<file path="src/pkg/spcr_defs.svh">
// constants for the switch port control register bank
`ifndef SPCR_DEFS_SVH
`define SPCR_DEFS_SVH

// geometry
`define SPCR_NPORTS 10
`define SPCR_CPU_PORT 8
`define SPCR_DW 8
`define SPCR_HOST_AW 16
`define SPCR_I2C_AW 12

// address bases: i2c is base + n, host is base + 2n
`define SPCR_I2C_CTL1_BASE 12'h000
`define SPCR_I2C_CTL2_BASE 12'h00a
`define SPCR_HOST_CTL1_BASE 16'h0000
`define SPCR_HOST_CTL2_BASE 16'h0001

// reset values
`define SPCR_CTL1_RST 8'hc0
`define SPCR_CTL2_RST 8'h00

// port_control_one field positions
`define SPCR_C1_FLOW_DIS 0
`define SPCR_C1_HALF 1
`define SPCR_C1_SPD10 2
`define SPCR_C1_UP 3
`define SPCR_C1_MUST1 4
`define SPCR_C1_ASYM 5
`define SPCR_C1_SS_LO 6
`define SPCR_C1_SS_HI 7
`define SPCR_C1_RSVD_W 6

// port_control_two field positions
`define SPCR_C2_UNTAG 0
`define SPCR_C2_TAG 1
`define SPCR_C2_NOLEARN 2
`define SPCR_C2_SEC_LO 6
`define SPCR_C2_SEC_HI 7

// strap codes of the processor port interface mode pins
`define SPCR_MODE_PIN_SER 2'h1
`define SPCR_MODE_PIN_MII 2'h2

`endif

</file>
<file path="src/pkg/spcr_pkg.sv">
// types shared by the switch port control register bank
package spcr_pkg;

  // spanning tree port state, in field encoding order
  typedef enum logic [1:0] {
    SPCR_SS_BLOCK,
    SPCR_SS_LISTEN,
    SPCR_SS_LEARN,
    SPCR_SS_FWD
  } spcr_ss_e;

  // processor port interface mode
  typedef enum logic [1:0] {
    SPCR_MODE_PARALLEL,
    SPCR_MODE_SERIAL,
    SPCR_MODE_SERIAL_MII
  } spcr_mode_e;

endpackage

</file>
<file path="src/verilog/spcr_port_ctl.sv">
// one port: second control register and received frame verdict
`timescale 1ns/1ps
`default_nettype none
`include "spcr_defs.svh"

module spcr_port_ctl
  import spcr_pkg::*;
(
  input wire logic core_clk_i,
  input wire logic rst_i,
  input wire logic wr_en_i,
  input wire logic [`SPCR_DW-1:0] wdata_i,
  input wire logic [1:0] state_i,
  input wire logic rx_sof_i,
  input wire logic rx_tagged_i,
  output logic [`SPCR_DW-1:0] ctl_o,
  output logic frm_valid_o,
  output logic frm_fwd_o,
  output logic frm_learn_o,
  output logic frm_to_cpu_o
);

  spcr_ss_e ss;
  logic viol;
  logic sec_on;
  logic next_fwd;
  logic next_learn;
  logic next_to_cpu;

  // register storage, written from either access path
  always_ff @(posedge core_clk_i or posedge rst_i) begin
    if (rst_i) begin
      ctl_o <= `SPCR_CTL2_RST;
    end else if (wr_en_i) begin
      ctl_o <= wdata_i;
    end
  end

  // frame classification from the settings in force at frame start
  always_comb begin
    ss = spcr_ss_e'(state_i);
    viol = (ctl_o[`SPCR_C2_UNTAG] && !rx_tagged_i) ||
           (ctl_o[`SPCR_C2_TAG] && rx_tagged_i);
    sec_on = ctl_o[`SPCR_C2_SEC_HI] || ctl_o[`SPCR_C2_SEC_LO];
    next_fwd = (ss == SPCR_SS_FWD) && !viol;
    next_learn = ((ss == SPCR_SS_FWD) || (ss == SPCR_SS_LEARN)) &&
                 !ctl_o[`SPCR_C2_NOLEARN] && !viol;
    next_to_cpu = viol && sec_on && ctl_o[`SPCR_C2_SEC_HI];
  end

  // verdict is taken at each frame start and held until the next
  always_ff @(posedge core_clk_i or posedge rst_i) begin
    if (rst_i) begin
      frm_valid_o <= 1'b0;
      frm_fwd_o <= 1'b0;
      frm_learn_o <= 1'b0;
      frm_to_cpu_o <= 1'b0;
    end else begin
      frm_valid_o <= rx_sof_i;
      if (rx_sof_i) begin
        frm_fwd_o <= next_fwd;
        frm_learn_o <= next_learn;
        frm_to_cpu_o <= next_to_cpu;
      end
    end
  end
endmodule

`default_nettype wire

</file>
<file path="src/verilog/spcr_regs.sv">
// switch port control registers: processor port and per-port filters
//
// How it works
// state 00/01 drop; 10 drops but learns; 11 forwards and learns; reset 11.
// in parallel or serial-only mode low six bits reserved; state only.
// serial-plus-MII: bit 0 clear enables flow control, set disables.
// serial-plus-MII: software keeps bit 1 at 0, so full duplex.
// serial-plus-MII: bit 2 clear is 100 Mbps, set is 10 Mbps.
// serial-plus-MII: bit 3 set forces MII up with bits 2..0; clear downs.
// serial-plus-MII: software writes bit 4 as 1 on each configuration.
// asymmetric bit with flow control on: no pause sent, pause still obeyed.
// untagged filter set: untagged frames discarded or per security option.
// tagged filter set: tagged frames discarded or per security option.
// learning disable set stops source learning on that port.
// second register reachable by i2c base+n and host 1+2n.
// filtered frames under security: upper bit 0 discard, 1 to processor.
// fields reset to defaults; writes apply by the next frame start.
`timescale 1ns/1ps
`default_nettype none
`include "spcr_defs.svh"

module spcr_regs
  import spcr_pkg::*;
#(
  parameter int NPORTS = `SPCR_NPORTS,
  parameter int CPU_PORT = `SPCR_CPU_PORT
)(
  input wire logic core_clk_i,
  input wire logic rst_i,
  input wire logic [1:0] cpu_mode_i,
  input wire logic host_wr_i,
  input wire logic host_rd_i,
  input wire logic [`SPCR_HOST_AW-1:0] host_addr_i,
  input wire logic [`SPCR_DW-1:0] host_wdata_i,
  output logic [`SPCR_DW-1:0] host_rdata_o,
  output logic host_rvalid_o,
  input wire logic i2c_wr_i,
  input wire logic i2c_rd_i,
  input wire logic [`SPCR_I2C_AW-1:0] i2c_addr_i,
  input wire logic [`SPCR_DW-1:0] i2c_wdata_i,
  output logic [`SPCR_DW-1:0] i2c_rdata_o,
  output logic i2c_rvalid_o,
  input wire logic [2*NPORTS-1:0] ext_state_i,
  input wire logic [NPORTS-1:0] rx_sof_i,
  input wire logic [NPORTS-1:0] rx_tagged_i,
  output logic [NPORTS-1:0] frm_valid_o,
  output logic [NPORTS-1:0] frm_fwd_o,
  output logic [NPORTS-1:0] frm_learn_o,
  output logic [NPORTS-1:0] frm_to_cpu_o,
  output logic cpu_link_up_o,
  output logic cpu_flow_en_o,
  output logic cpu_pause_tx_o,
  output logic cpu_pause_rx_o,
  output logic cpu_speed_10_o,
  output logic cpu_half_duplex_o
);

  localparam int IW = $clog2(NPORTS);
  localparam logic [`SPCR_HOST_AW-1:0] HOST_CTL1_CPU =
    `SPCR_HOST_AW'(`SPCR_HOST_CTL1_BASE + 2 * CPU_PORT);
  localparam logic [`SPCR_I2C_AW-1:0] I2C_CTL1_CPU =
    `SPCR_I2C_AW'(`SPCR_I2C_CTL1_BASE + CPU_PORT);

  logic [1:0] mode_meta;
  logic [1:0] mode_sync;
  spcr_mode_e mode_q;
  logic mii;
  logic [`SPCR_DW-1:0] ctl1;
  logic [`SPCR_DW-1:0] ctl1_view;
  logic [`SPCR_DW-1:0] ctl2 [NPORTS];
  logic [`SPCR_HOST_AW-1:0] host_off;
  logic [`SPCR_I2C_AW-1:0] i2c_off;
  logic host_c1_hit;
  logic i2c_c1_hit;
  logic host_c2_hit;
  logic i2c_c2_hit;
  logic [IW-1:0] host_idx;
  logic [IW-1:0] i2c_idx;
  logic [`SPCR_DW-1:0] next_host_rdata;
  logic [`SPCR_DW-1:0] next_i2c_rdata;
  logic flow_on;

  // mode strap pins cross in through two flops
  always_ff @(posedge core_clk_i or posedge rst_i) begin
    if (rst_i) begin
      mode_meta <= 2'h0;
      mode_sync <= 2'h0;
    end else begin
      mode_meta <= cpu_mode_i;
      mode_sync <= mode_meta;
    end
  end

  // decode the synchronised strap into the interface mode
  always_ff @(posedge core_clk_i or posedge rst_i) begin
    if (rst_i) begin
      mode_q <= SPCR_MODE_PARALLEL;
    end else begin
      case (mode_sync)
        `SPCR_MODE_PIN_SER: mode_q <= SPCR_MODE_SERIAL;
        `SPCR_MODE_PIN_MII: mode_q <= SPCR_MODE_SERIAL_MII;
        default: mode_q <= SPCR_MODE_PARALLEL;
      endcase
    end
  end

  assign mii = (mode_q == SPCR_MODE_SERIAL_MII);

  // address decode for both access paths
  always_comb begin
    host_off = host_addr_i - `SPCR_HOST_CTL2_BASE;
    i2c_off = i2c_addr_i - `SPCR_I2C_CTL2_BASE;
    host_c1_hit = (host_addr_i == HOST_CTL1_CPU);
    i2c_c1_hit = (i2c_addr_i == I2C_CTL1_CPU);
    host_c2_hit = !host_off[0] &&
      (host_off[`SPCR_HOST_AW-1:1] < (`SPCR_HOST_AW-1)'(NPORTS));
    i2c_c2_hit = (i2c_off < `SPCR_I2C_AW'(NPORTS));
    host_idx = host_off[IW:1];
    i2c_idx = i2c_off[IW-1:0];
  end

  // processor port first control register; host wins a same-cycle clash
  always_ff @(posedge core_clk_i or posedge rst_i) begin
    if (rst_i) begin
      ctl1 <= `SPCR_CTL1_RST;
    end else if (host_wr_i && host_c1_hit) begin
      ctl1 <= host_wdata_i;
    end else if (i2c_wr_i && i2c_c1_hit) begin
      ctl1 <= i2c_wdata_i;
    end
  end

  // reserved low bits read zero outside serial-plus-MII mode
  always_comb begin
    ctl1_view = ctl1;
    if (!mii) begin
      ctl1_view[`SPCR_C1_RSVD_W-1:0] = '0;
    end
  end

  // one register and frame verdict per port
  for (genvar p = 0; p < NPORTS; p++) begin : g_port
    logic wr_host;
    logic wr_i2c;
    logic [1:0] st;
    assign wr_host = host_wr_i && host_c2_hit && (host_idx == IW'(p));
    assign wr_i2c = i2c_wr_i && i2c_c2_hit && (i2c_idx == IW'(p));
    // processor port state lives in its own first register
    assign st = (p == CPU_PORT) ?
      ctl1[`SPCR_C1_SS_HI:`SPCR_C1_SS_LO] : ext_state_i[2*p +: 2];
    spcr_port_ctl u_port (
      .core_clk_i(core_clk_i),
      .rst_i(rst_i),
      .wr_en_i(wr_host || wr_i2c),
      .wdata_i(wr_host ? host_wdata_i : i2c_wdata_i),
      .state_i(st),
      .rx_sof_i(rx_sof_i[p]),
      .rx_tagged_i(rx_tagged_i[p]),
      .ctl_o(ctl2[p]),
      .frm_valid_o(frm_valid_o[p]),
      .frm_fwd_o(frm_fwd_o[p]),
      .frm_learn_o(frm_learn_o[p]),
      .frm_to_cpu_o(frm_to_cpu_o[p])
    );
  end

  // read data multiplexers; unmapped addresses read zero
  always_comb begin
    next_host_rdata = '0;
    next_i2c_rdata = '0;
    if (host_c1_hit) begin
      next_host_rdata = ctl1_view;
    end else if (host_c2_hit) begin
      next_host_rdata = ctl2[host_idx];
    end
    if (i2c_c1_hit) begin
      next_i2c_rdata = ctl1_view;
    end else if (i2c_c2_hit) begin
      next_i2c_rdata = ctl2[i2c_idx];
    end
  end

  // read answers one cycle after the strobe
  always_ff @(posedge core_clk_i or posedge rst_i) begin
    if (rst_i) begin
      host_rdata_o <= '0;
      host_rvalid_o <= 1'b0;
      i2c_rdata_o <= '0;
      i2c_rvalid_o <= 1'b0;
    end else begin
      host_rvalid_o <= host_rd_i;
      i2c_rvalid_o <= i2c_rd_i;
      if (host_rd_i) begin
        host_rdata_o <= next_host_rdata;
      end
      if (i2c_rd_i) begin
        i2c_rdata_o <= next_i2c_rdata;
      end
    end
  end

  assign flow_on = mii && !ctl1[`SPCR_C1_FLOW_DIS];

  // processor MII port settings, inert outside serial-plus-MII mode
  always_ff @(posedge core_clk_i or posedge rst_i) begin
    if (rst_i) begin
      cpu_link_up_o <= 1'b0;
      cpu_flow_en_o <= 1'b0;
      cpu_pause_tx_o <= 1'b0;
      cpu_pause_rx_o <= 1'b0;
      cpu_speed_10_o <= 1'b0;
      cpu_half_duplex_o <= 1'b0;
    end else begin
      cpu_link_up_o <= mii && ctl1[`SPCR_C1_UP];
      cpu_flow_en_o <= flow_on;
      cpu_pause_tx_o <= flow_on && !ctl1[`SPCR_C1_ASYM];
      cpu_pause_rx_o <= flow_on;
      cpu_speed_10_o <= mii && ctl1[`SPCR_C1_SPD10];
      // software keeps this at full duplex
      cpu_half_duplex_o <= mii && ctl1[`SPCR_C1_HALF];
    end
  end
endmodule

`default_nettype wire

</file>
<file path="config.mk">
export PLATFORM = sky130hd
export DESIGN_NAME = spcr_regs
export DESIGN_NICKNAME = d
export VERILOG_FILES = /design/src/pkg/spcr_pkg.sv /design/src/verilog/spcr_port_ctl.sv /design/src/verilog/spcr_regs.sv
export VERILOG_INCLUDE_DIRS = /design/src /design/src/pkg
export SDC_FILE = /design/constraint.sdc
export NUM_CORES = 1
export LEC_CHECK = 0
export BUFFER_PORTS_ARGS = -buffer_cell sky130_fd_sc_hd__buf_4
export CORE_ASPECT_RATIO = 1.25
export CORE_MARGIN = 5
export CORE_UTILIZATION = 60
export DETAILED_ROUTE_END_ITERATION = 8
export GPL_TIMING_DRIVEN = 0
export PLACE_DENSITY = 0.93
export SYNTH_ARGS = -nofsm -noshare
export SYNTH_HDL_FRONTEND = slang
export SYNTH_SLANG_ARGS = --single-unit
</file>
<file path="constraint.sdc">
create_clock -name core_clk_i -period 14.2 [get_ports core_clk_i]
set_input_delay 1.42 -clock core_clk_i [delete_from_list [all_inputs] [get_ports core_clk_i]]
set_output_delay 1.42 -clock core_clk_i [all_outputs]
set_load 0.02 [all_outputs]
</file>
==> results of run 1 <==
[sequential cells by signal, indices dropped and copies added, names as in the netlist, 8 cells and up]
| register | flops |
|---|---|
| g_port.u_port.frm_fwd_o | 10 |
| ctl1 | 8 |
| i2c_rdata_o | 8 |
| g_port.u_port.ctl_o | 80 |
| g_port.u_port.frm_learn_o | 10 |
| g_port.u_port.frm_valid_o | 10 |
| host_rdata_o | 8 |
| g_port.u_port.frm_to_cpu_o | 10 |
[where the power goes]
part / switching, uW / internal (uW) / total [uW]
logic: 101 / 64.2 / 166
registers: 5.44 / 457 / 463
clock network: 190 / 304 / 494
[routing by layer]
layer	GRT usage (%)	vias up	wire [um]	share of wire, %
met4	18.3	0	1810	5.9
met3	7.43	143	2850	9.3
met1	38.9	4077	10600	35
li1	-	3584	-	-
met2	54.6	584	15300	50
met5	0	-	0	0
[layout make-up]
| class | instances | area share (%) |
|---|---|---|
| tap | 216 | 2.29 |
| sequential | 157 | 33.2 |
| clock buffer | 19 | 3.83 |
| multi-input combinational | 578 | 42.7 |
| clock inverter | 12 | 1.57 |
| inverter | 63 | 2.04 |
| timing repair buffer | 152 | 9.82 |
| buffer | 91 | 4.55 |
[per-stage QoR]
stage               power, uW  cell area (sq um)
floorplan                 563               9750
global placement          627              11200
detailed placement        632              11200
CTS                      1120              11800
global route             1160              11800
finish                   1120              11800
[cells by family (layout without fill, tap and decap cells)]
logic type	count (synthesis)	count (layout)	share of synthesized area (%)
muxes	217	217	27.3
and+or+nand+nor	205	205	13.3
DFF	157	157	40.3
buffers and inverters	154	337	7.94
AOI/OAI and AO/OA	144	144	10.0
xor gates and xnor gates	9	9	0.808
adders and majority gates	3	3	0.385
[critical path, cell delays in order]
cell and delay (ps):
buf_4 120, inv_1 80, ha_1 270, clkbuf_1 440, clkbuf_1 710, clkbuf_1 590, buf_2 400, a211oi_1 120
o21ai_0 330, o221ai_1 290, o221ai_1 200
[synth_stat cells (8+ instances only)]
library cell	instances	area [sq um]
a21oi_1	28	140
a22o_1	8	70.1
a22oi_1	9	67.6
buf_4	41	308
clkbuf_1	36	135
dfrtp_1	155	3880
inv_1	63	236
mux2_1	48	541
mux2_2	110	1240
mux2_4	8	120
mux2i_1	31	310
mux4_2	20	450
nand2_1	37	139
nand3_1	25	125
nor2_1	37	139
nor2b_1	14	87.6
nor3_1	12	60.1
o21ai_0	23	115
o221ai_1	8	70.1
o22ai_1	34	213
[path summary, 6_finish.rpt]
path	slack, ps	depth (start not counted)	end
worst max-delay path	9570	11	host_rdata_o[2]
worst min-delay path	350	0	mode_sync[1]
worst max register to register	12110	6	host_rdata_o[4]
worst min register to register	350	0	mode_sync[1]
max in group asynchronous	12260	3	ctl1[6]
min in group asynchronous	1090	2	g_port[2].u_port.frm_fwd_o
[layout by cell type, fill, tap and decap left out, drive strengths merged, types with 3 or more instances in the layout]
master,n
clkinv,5
xor2,3
nor3,18
a21oi,28
nand2b,5
and2,5
o32ai,3
mux2i,31
mux4,20
or3,7
a32oi,5
inv,65
ha,3
clkbuf,55
a31oi,3
o21ai,23
nor2,38
a22o,8
nand2,38
bufinv,4
mux2,166
a22oi,9
or4,4
xnor2,6
nand3,25
and3,7
nor4,10
dfrtp,155
nand3b,3
o221ai,8
buf,207
nor3b,4
nand4,17
o22ai,34
nor2b,14
or2,3
a211oi,5
==> results.md, run 1 <==
- Post-DRT Antenna Nets: 0
- Final period util: 32.6%
- Register area: around 4000 sq um
- CTS clk-pin slew, worst paths: 60 ps
- Row count: 52
- Outcome: finished clean
- Pin count of the biggest net entering global routing: 86
- Vias: about 8.4k
- Initial antenna violation count: 0
- Critical Path AT: 4990 ps
- Reg-to-Reg Start: g_port[8].u_port.ctl_o[4]
- Mean post-synth cell area: ~11 sq um
- IO Port Bufs: 151
- # clock sinks: about 160
- GRT overflow: 0
- Routed wire per std cell: 23.8 um
- Setup TNS Final: 0 ps
- # H-tree levels: 4
- Max-slew violations: 0
- Worst min path class: register to register
- Initial Utilization: 60.7%
- Fin crit period: 4630 ps
- Fillers: 1086
- CP Capture Type: register
- Number of setup buffers added after CTS: 0
- Actual slew at the worst max-slew pin: 1150 ps
- First-pass DRT Iterations: 6
- GPL Wtd Cong: 1.01
- Clock skew: 10.6 ps
- Area occupied by multi-input gates: 5050 sq um
- Vias/cell: 6.51
- Clk_lat worst skew: 440 ps
- MaxCap Viol Count: 0
- First-pass GRT wire length: about 47000 um
- Antenna cells: 0
- Final setup viols: 0
- WP data required: 14560 ps
- Final HPWL DP: about 22000 um
- GRT Total Usage: 32.9%
- Post-synth cell types: 71
- Gate Count Post-Synth: 889
- Final worst-path setup slack: 9570 ps
- Finished Layout Cells: roughly 1.3k
- EDFF count, synth: 0
- Worst setup path start: host_addr_i[0]
- Syn-to-layout area delta: 21.3%
- Die height: 153 um
- PostCTS Resize Cnt: 0
- Syn_nets: about 980
- # nets final: 1155
- RSZ-0062 raised after global routing: false
- Number of remaining DRC errors: 0
- Die W: 124 um
- Peak supply drop: 0.0736 mV
- Finished Core Util: about three quarters
- Warnings from Yosys: 0
- CTS buffer count: 17
- Ys async rst share: 100%
- Fraction of the yosys area taken by sequential cells: 40.3%
- Hold Startpoint: mode_meta[1]
- Startpoint Class: primary input
- Iteration-0 DRC Markers: 897
- Leak: roughly 0.0057 uW
- Cell Area, Synth: approximately 9800 sq um
- Placed cells: 1257
- CTS tree: yes
- Root Driver: clkbuf_16
- Share of layout cells above drive strength 1: 37.9%
- Most used DFF post-synth: dfrtp_1
- Worst slack at placement: 9330 ps
- Die area: 18900 sq um
- CP max FO: 10
- Max-slew headroom: 22.6%
- Area of the core: 16100 sq um
- Worst hold margin: 348 ps
- Synth Register Bits: 157
- Cts-stage hold buffer count: 0
- Vias in the first global route: 8574
- Power density over the cells: 94.9 nW/um^2
- Final-report hold violation count: 0
- Total wire length: 30600 um
- I/O Pins: between 150 and 200
- Peak Freq: roughly 0.22 GHz
- CTS max path bufs: 2
- Setup CP Type: primary input to register
(Power assumes the default switching activity.)
==> run 2, diff against run 1 <==
--- a/config.mk
+++ b/config.mk
@@ -9,10 +9,10 @@
 export BUFFER_PORTS_ARGS = -buffer_cell sky130_fd_sc_hd__buf_4
 export CORE_ASPECT_RATIO = 1.25
 export CORE_MARGIN = 5
-export CORE_UTILIZATION = 60
+export CORE_UTILIZATION = 52
 export DETAILED_ROUTE_END_ITERATION = 8
 export GPL_TIMING_DRIVEN = 0
-export PLACE_DENSITY = 0.93
+export PLACE_DENSITY = 0.86
 export SYNTH_ARGS = -nofsm -noshare
 export SYNTH_HDL_FRONTEND = slang
 export SYNTH_SLANG_ARGS = --single-unit
==> constraint.sdc (replaced) <==
create_clock -name core_clk_i -period 4.25 [get_ports core_clk_i]
set_input_delay 0.425 -clock core_clk_i [delete_from_list [all_inputs] [get_ports core_clk_i]]
set_output_delay 0.425 -clock core_clk_i [all_outputs]
set_load 0.02 [all_outputs]
==> run 2 against run 1 <==
- sequential cell count is the same
- final cell count grew 1.5%
- largest power group is now registers
- combinational power increased to 3.3 times the previous value
- global-route usage decreased by 5.3 points
==> results.md, run 2 (synthesis results as in run 1) <==
- FF-to-FF setup slack: 2270 ps
- Outcome: finished clean
- Die height: around 160 um
- CTS buffer count: 17
- GRT overflow: 0
- RSZ-0062 raised after global routing: false
- Reg-to-Reg Start: g_port[8].u_port.ctl_o[4]
- Vias/cell: ~6.2
- Startpoint Class: primary input
- Iteration-0 DRC Markers: about 800
- Pin count of the biggest net entering global routing: 43
- Leak: 0.00571 uW
- Clk_lat worst skew: 440 ps
- Fin crit period: 3660 ps
- Area of the core: 18600 sq um
- # H-tree levels: 4
- Final period util: between 80 and 90%
- Finished Core Util: 63.5%
- Initial Utilization: 52.3%
- Share of layout cells above drive strength 1: 37.9%
- WP data required: between 4000 and 5000 ps
- Die W: around 130 um
- Peak Freq: 0.274 GHz
- GRT Total Usage: between 20 and 30%
- Max FFs per register: 80
- Reg-to-reg endpoint: host_rdata_o[4]
- Antenna cells: 0
- Max-slew violations: 0
- CP max FO: 10
- Final worst-path setup slack: between 500 and 600 ps
- Number of remaining DRC errors: 0
- Clock skew: 8.08 ps
- Power density over the cells: 306 nW/um^2
- Setup TNS Final: 0 ps
- Initial antenna violation count: 0
- Final setup viols: 0
- CP Capture Type: register
- Max-slew headroom: 24.9%
- Number of setup buffers added after CTS: 0
- First-pass DRT Iterations: 5
- PostCTS Resize Cnt: 0
- Worst min path class: primary input to async pin
- IO Port Bufs: roughly 150
- Total power: 3620 uW
- MaxCap Viol Count: 0
- Routed wire per std cell: 22.7 um
- Finished Layout Cells: 1307
- Placed cells: 1276
- Critical Path AT: 4000 ps
- Leading cell types in the layout, fill and taps excluded: buf_4 (192), dfrtp_1 (155), mux2_2 (110)
- Commonest non-fill, non-tap cell in the layout: buf_4
- CTS clk-pin slew, worst paths: ~70 ps
- Worst slack at placement: 345 ps
- GPL Wtd Cong: 1.01
- Actual slew at the worst max-slew pin: 1120 ps
- Vias: 8116
- Root Driver: clkbuf_16
- Area occupied by multi-input gates: ~5000 sq um
- Peak supply drop: ~0.26 mV
- Post-DRT Antenna Nets: 0
- Final-report hold violation count: 0
- R2R depth: 6
- Die area: 21600 sq um
- Total wire length: just under 30000 um
- Vias in the first global route: 8349
- CTS tree: yes
- Fillers: 1446
- CTS max path bufs: 2
- Final HPWL DP: 22300 um
- Setup CP Type: primary input to register
- Cts-stage hold buffer count: 0
- I/O Pins: 156
- First-pass GRT wire length: 46400 um
- Largest Register: g_port.u_port.ctl_o
- Row count: 56
- Register area: approximately 3900 sq um
- # nets final: 1158
- Syn-to-layout area delta: 21.3%
- # clock sinks: around 160
run 2: final cells by class:
cell class,instances,area share [%]
multi-input cells,578,42.6
well taps,232,2.45
flip-flops and latches,157,33.2
repair buffers,155,10.3
inverters,63,2.03
clock inverters,12,1.18
plain buffers,91,4.55
clock buffers,19,3.66
run 2: critical path, cell delays in order:
cell and delay [ps]:
buf_4 130, inv_1 80, ha_1 290, clkbuf_1 440, clkbuf_1 740, clkbuf_1 550
buf_2 410, a211oi_1 120, o21ai_0 270, o221ai_1 260, o221ai_1 260
run 2: routing by layer:
layer / track usage, % / share of wire (%)
met1: 33.0 / 37
met2: 46.8 / 49
met3: 5.39 / 8.2
met4: 15.6 / 5.3
met5: 0 / 0
run 2: where the power goes:
| part | internal, uW | leakage, uW | switching [uW] |
|---|---|---|---|
| sequential | 1530 | 0.00211 | 17.7 |
| clock | 869 | 0.000276 | 655 |
| combinational | 219 | 0.00333 | 334 |
| total | 2620 | 0.00571 | 1010 |
run 2: how the worst max path moves through the flow:
stage / slack (ps) / to / from
2_1_floorplan: 1260 / g_port[8].u_port.ctl_o[0] / i2c_addr_i[1]
3_3_place_gp: 290 / host_rdata_o[0] / host_addr_i[0]
3_5_place_dp: 340 / host_rdata_o[0] / host_addr_i[0]
4_1_cts: 750 / host_rdata_o[0] / host_addr_i[0]
5_1_grt: 480 / host_rdata_o[0] / host_addr_i[0]
6_report: 590 / host_rdata_o[0] / host_addr_i[0]
run 2: per-stage QoR:
step           cell area [sq um]  hold WS (ps)
3_5_place_dp               11300           336
4_1_cts                    11800          11.9
3_3_place_gp               11200           334
6_report                   11800          5.35
2_1_floorplan               9760           331
5_1_grt                    11800          38.8
==> run 3, diff against run 2 <==
--- a/config.mk
+++ b/config.mk
@@ -8,7 +8,6 @@
 export LEC_CHECK = 0
 export BUFFER_PORTS_ARGS = -buffer_cell sky130_fd_sc_hd__buf_4
 export CORE_ASPECT_RATIO = 1.25
-export CORE_MARGIN = 5
 export CORE_UTILIZATION = 52
 export DETAILED_ROUTE_END_ITERATION = 8
 export GPL_TIMING_DRIVEN = 0
==> run 3 against run 2 <==
- clock-buffer cell count up 2
- global-route usage rose by 3.4 points
- sequential power hardly changed
- clock skew hardly changed
- sequential cell count is the same
- register-to-register slack better by 20 ps
- combinational power decreased by 0.7%
- first-iteration DRC count increased by 0.25%
- worst hold slack better by 86 ps
- sequential share of layout area about the same
- largest power group is now clock
==> results.md, run 3 (synthesis results as in run 1) <==
- Fillers: 1411
- Area of the core: 18200 sq um
- Vias/cell: 6.22
- CTS tree: yes
- Setup TNS Final: 0 ps
- Number of setup buffers added after CTS: 0
- Antenna cells: 0
- GPL Wtd Cong: ~0.99
- CP max FO: 10
- Initial Utilization: between 50% and 60%
- Final HPWL DP: about 22000 um
- Commonest non-fill, non-tap cell in the layout: buf_4
- Peak supply drop: 0.271 mV
- RSZ-0062 raised after global routing: false
- Clk_lat worst skew: 440 ps
- Cts-stage hold buffer count: 0
- Outcome: finished clean
- Row count: 55
- Syn-to-layout area delta: 21.4%
- Final setup viols: 0
- GRT Max-Usage Layer: met2
- Initial antenna violation count: 0
- WP data required: 4600 ps
- Max FFs per register: 80
- Power density over the cells: slightly above 300 nW/um^2
- Die height: 155 um
- Final-report hold violation count: 0
- Cell Area, Placed: 11200 sq um
- Number of remaining DRC errors: 0
- Worst hold margin: about 91 ps
- GR Util met3: 5.98%
- Fin crit period: 3780 ps
- Worst min path class: primary input to register
- CTS clk-pin slew, worst paths: around 60 ps
- Post-DRT Antenna Nets: 0
- CTS buffer count: 17
- FF-to-FF setup slack: 2290 ps
- Setup CP Type: primary input to register
- Fin area: 11800 sq um
- Largest Register: g_port.u_port.ctl_o
- MaxCap Viol Count: 0
- First-pass GRT wire length: 45900 um
- Startpoint Class: primary input
- Final period util: 88.9%
- Die area: 19300 sq um
- CP Capture Type: register
- Root Driver: clkbuf_16
- Worst slack at placement: 270 ps
- Critical Path AT: 4120 ps
- Actual slew at the worst max-slew pin: 1140 ps
- Met1 Use GR: 36.6%
- Routed wire per std cell: 22.3 um
- Vias: approximately 8.1k
- GRT Total Usage: between 30 and 40%
- IO Port Bufs: 151
- Leak: about 0.0057 uW
- Share of layout cells above drive strength 1: 38.0%
- First-pass DRT Iterations: 7
- Vias in the first global route: 8295
- Pin count of the biggest net entering global routing: 45
- # H-tree levels: 4
- # clock sinks: 157
- Leading cell types in the layout, fill and taps excluded: buf_4 (192), dfrtp_1 (155), mux2_2 (110)
- Iteration-0 DRC Markers: 805
- Met2 Use GR: 53.4%
- Clock skew: 8.39 ps
- Total wire length: 29000 um
- Die W: 124 um
- I/O Pins: 156
- PostCTS Resize Cnt: 0
- Final worst-path setup slack: 474 ps
- Max-slew headroom: 23.6%
- GRT overflow: 0
- Max-slew violations: 0
- Peak Freq: 0.265 GHz
- CTS max path bufs: 2
- # nets final: between 1k and 1.5k
-- run 3: cell types whose count changed in the layout (fill, tap and decap cells not counted), sizes merged --
cell    change
buf         -1
clkbuf      +2
clkinv      -1
-- run 3: stage by stage --
step	total power [uW]	util, %	std cells
3_5_place_dp	2110	61.6	1271
4_1_cts	3660	64.9	1303
2_1_floorplan	1880	-	889
5_1_grt	3780	64.9	1303
6_report	3660	64.9	1303
3_3_place_gp	2100	61.3	1268
-- run 3: report_power, final --
part / total, uW / switching, uW / internal (uW)
Combinational: 550 / 333 / 217
Clock: 1570 / 649 / 919
Sequential: 1550 / 18.0 / 1530
-- run 3: path summary, 6_finish.rpt --
kind	start	end	cells after the start
worst max-delay path	host_addr_i[0]	host_rdata_o[2]	11
worst min-delay path	cpu_mode_i[1]	mode_meta[1]	1
worst max register to register	g_port[8].u_port.ctl_o[4]	host_rdata_o[4]	6
worst min register to register	mode_meta[0]	mode_sync[0]	0
max in group asynchronous	rst_i	ctl1[6]	4
min in group asynchronous	rst_i	g_port[2].u_port.frm_valid_o	2
-- run 3: critical path: stages --
cell and delay (ps):
buf_4 130, inv_1 90, ha_1 280, clkbuf_1 430, clkbuf_1 740, clkbuf_1 590
buf_2 400, a211oi_1 130, o21ai_0 370, o221ai_1 310, o221ai_1 220
-- run 3: routing by layer --
metal,wire length (um),vias up
met5,0,-
met4,1240,0
met3,2170,93
met2,14600,454
met1,11000,3984
li1,-,3570
-- run 3: cell type report --
class	instances	area (sq um)	area share, %
timing repair buffer	154	1190	10.1
buffer	91	538	4.55
inverter	63	240	2.03
multi-input combinational	578	5050	42.6
sequential	157	3930	33.2
clock buffer	21	470	3.97
tap	228	285	2.41
clock inverter	11	131	1.11
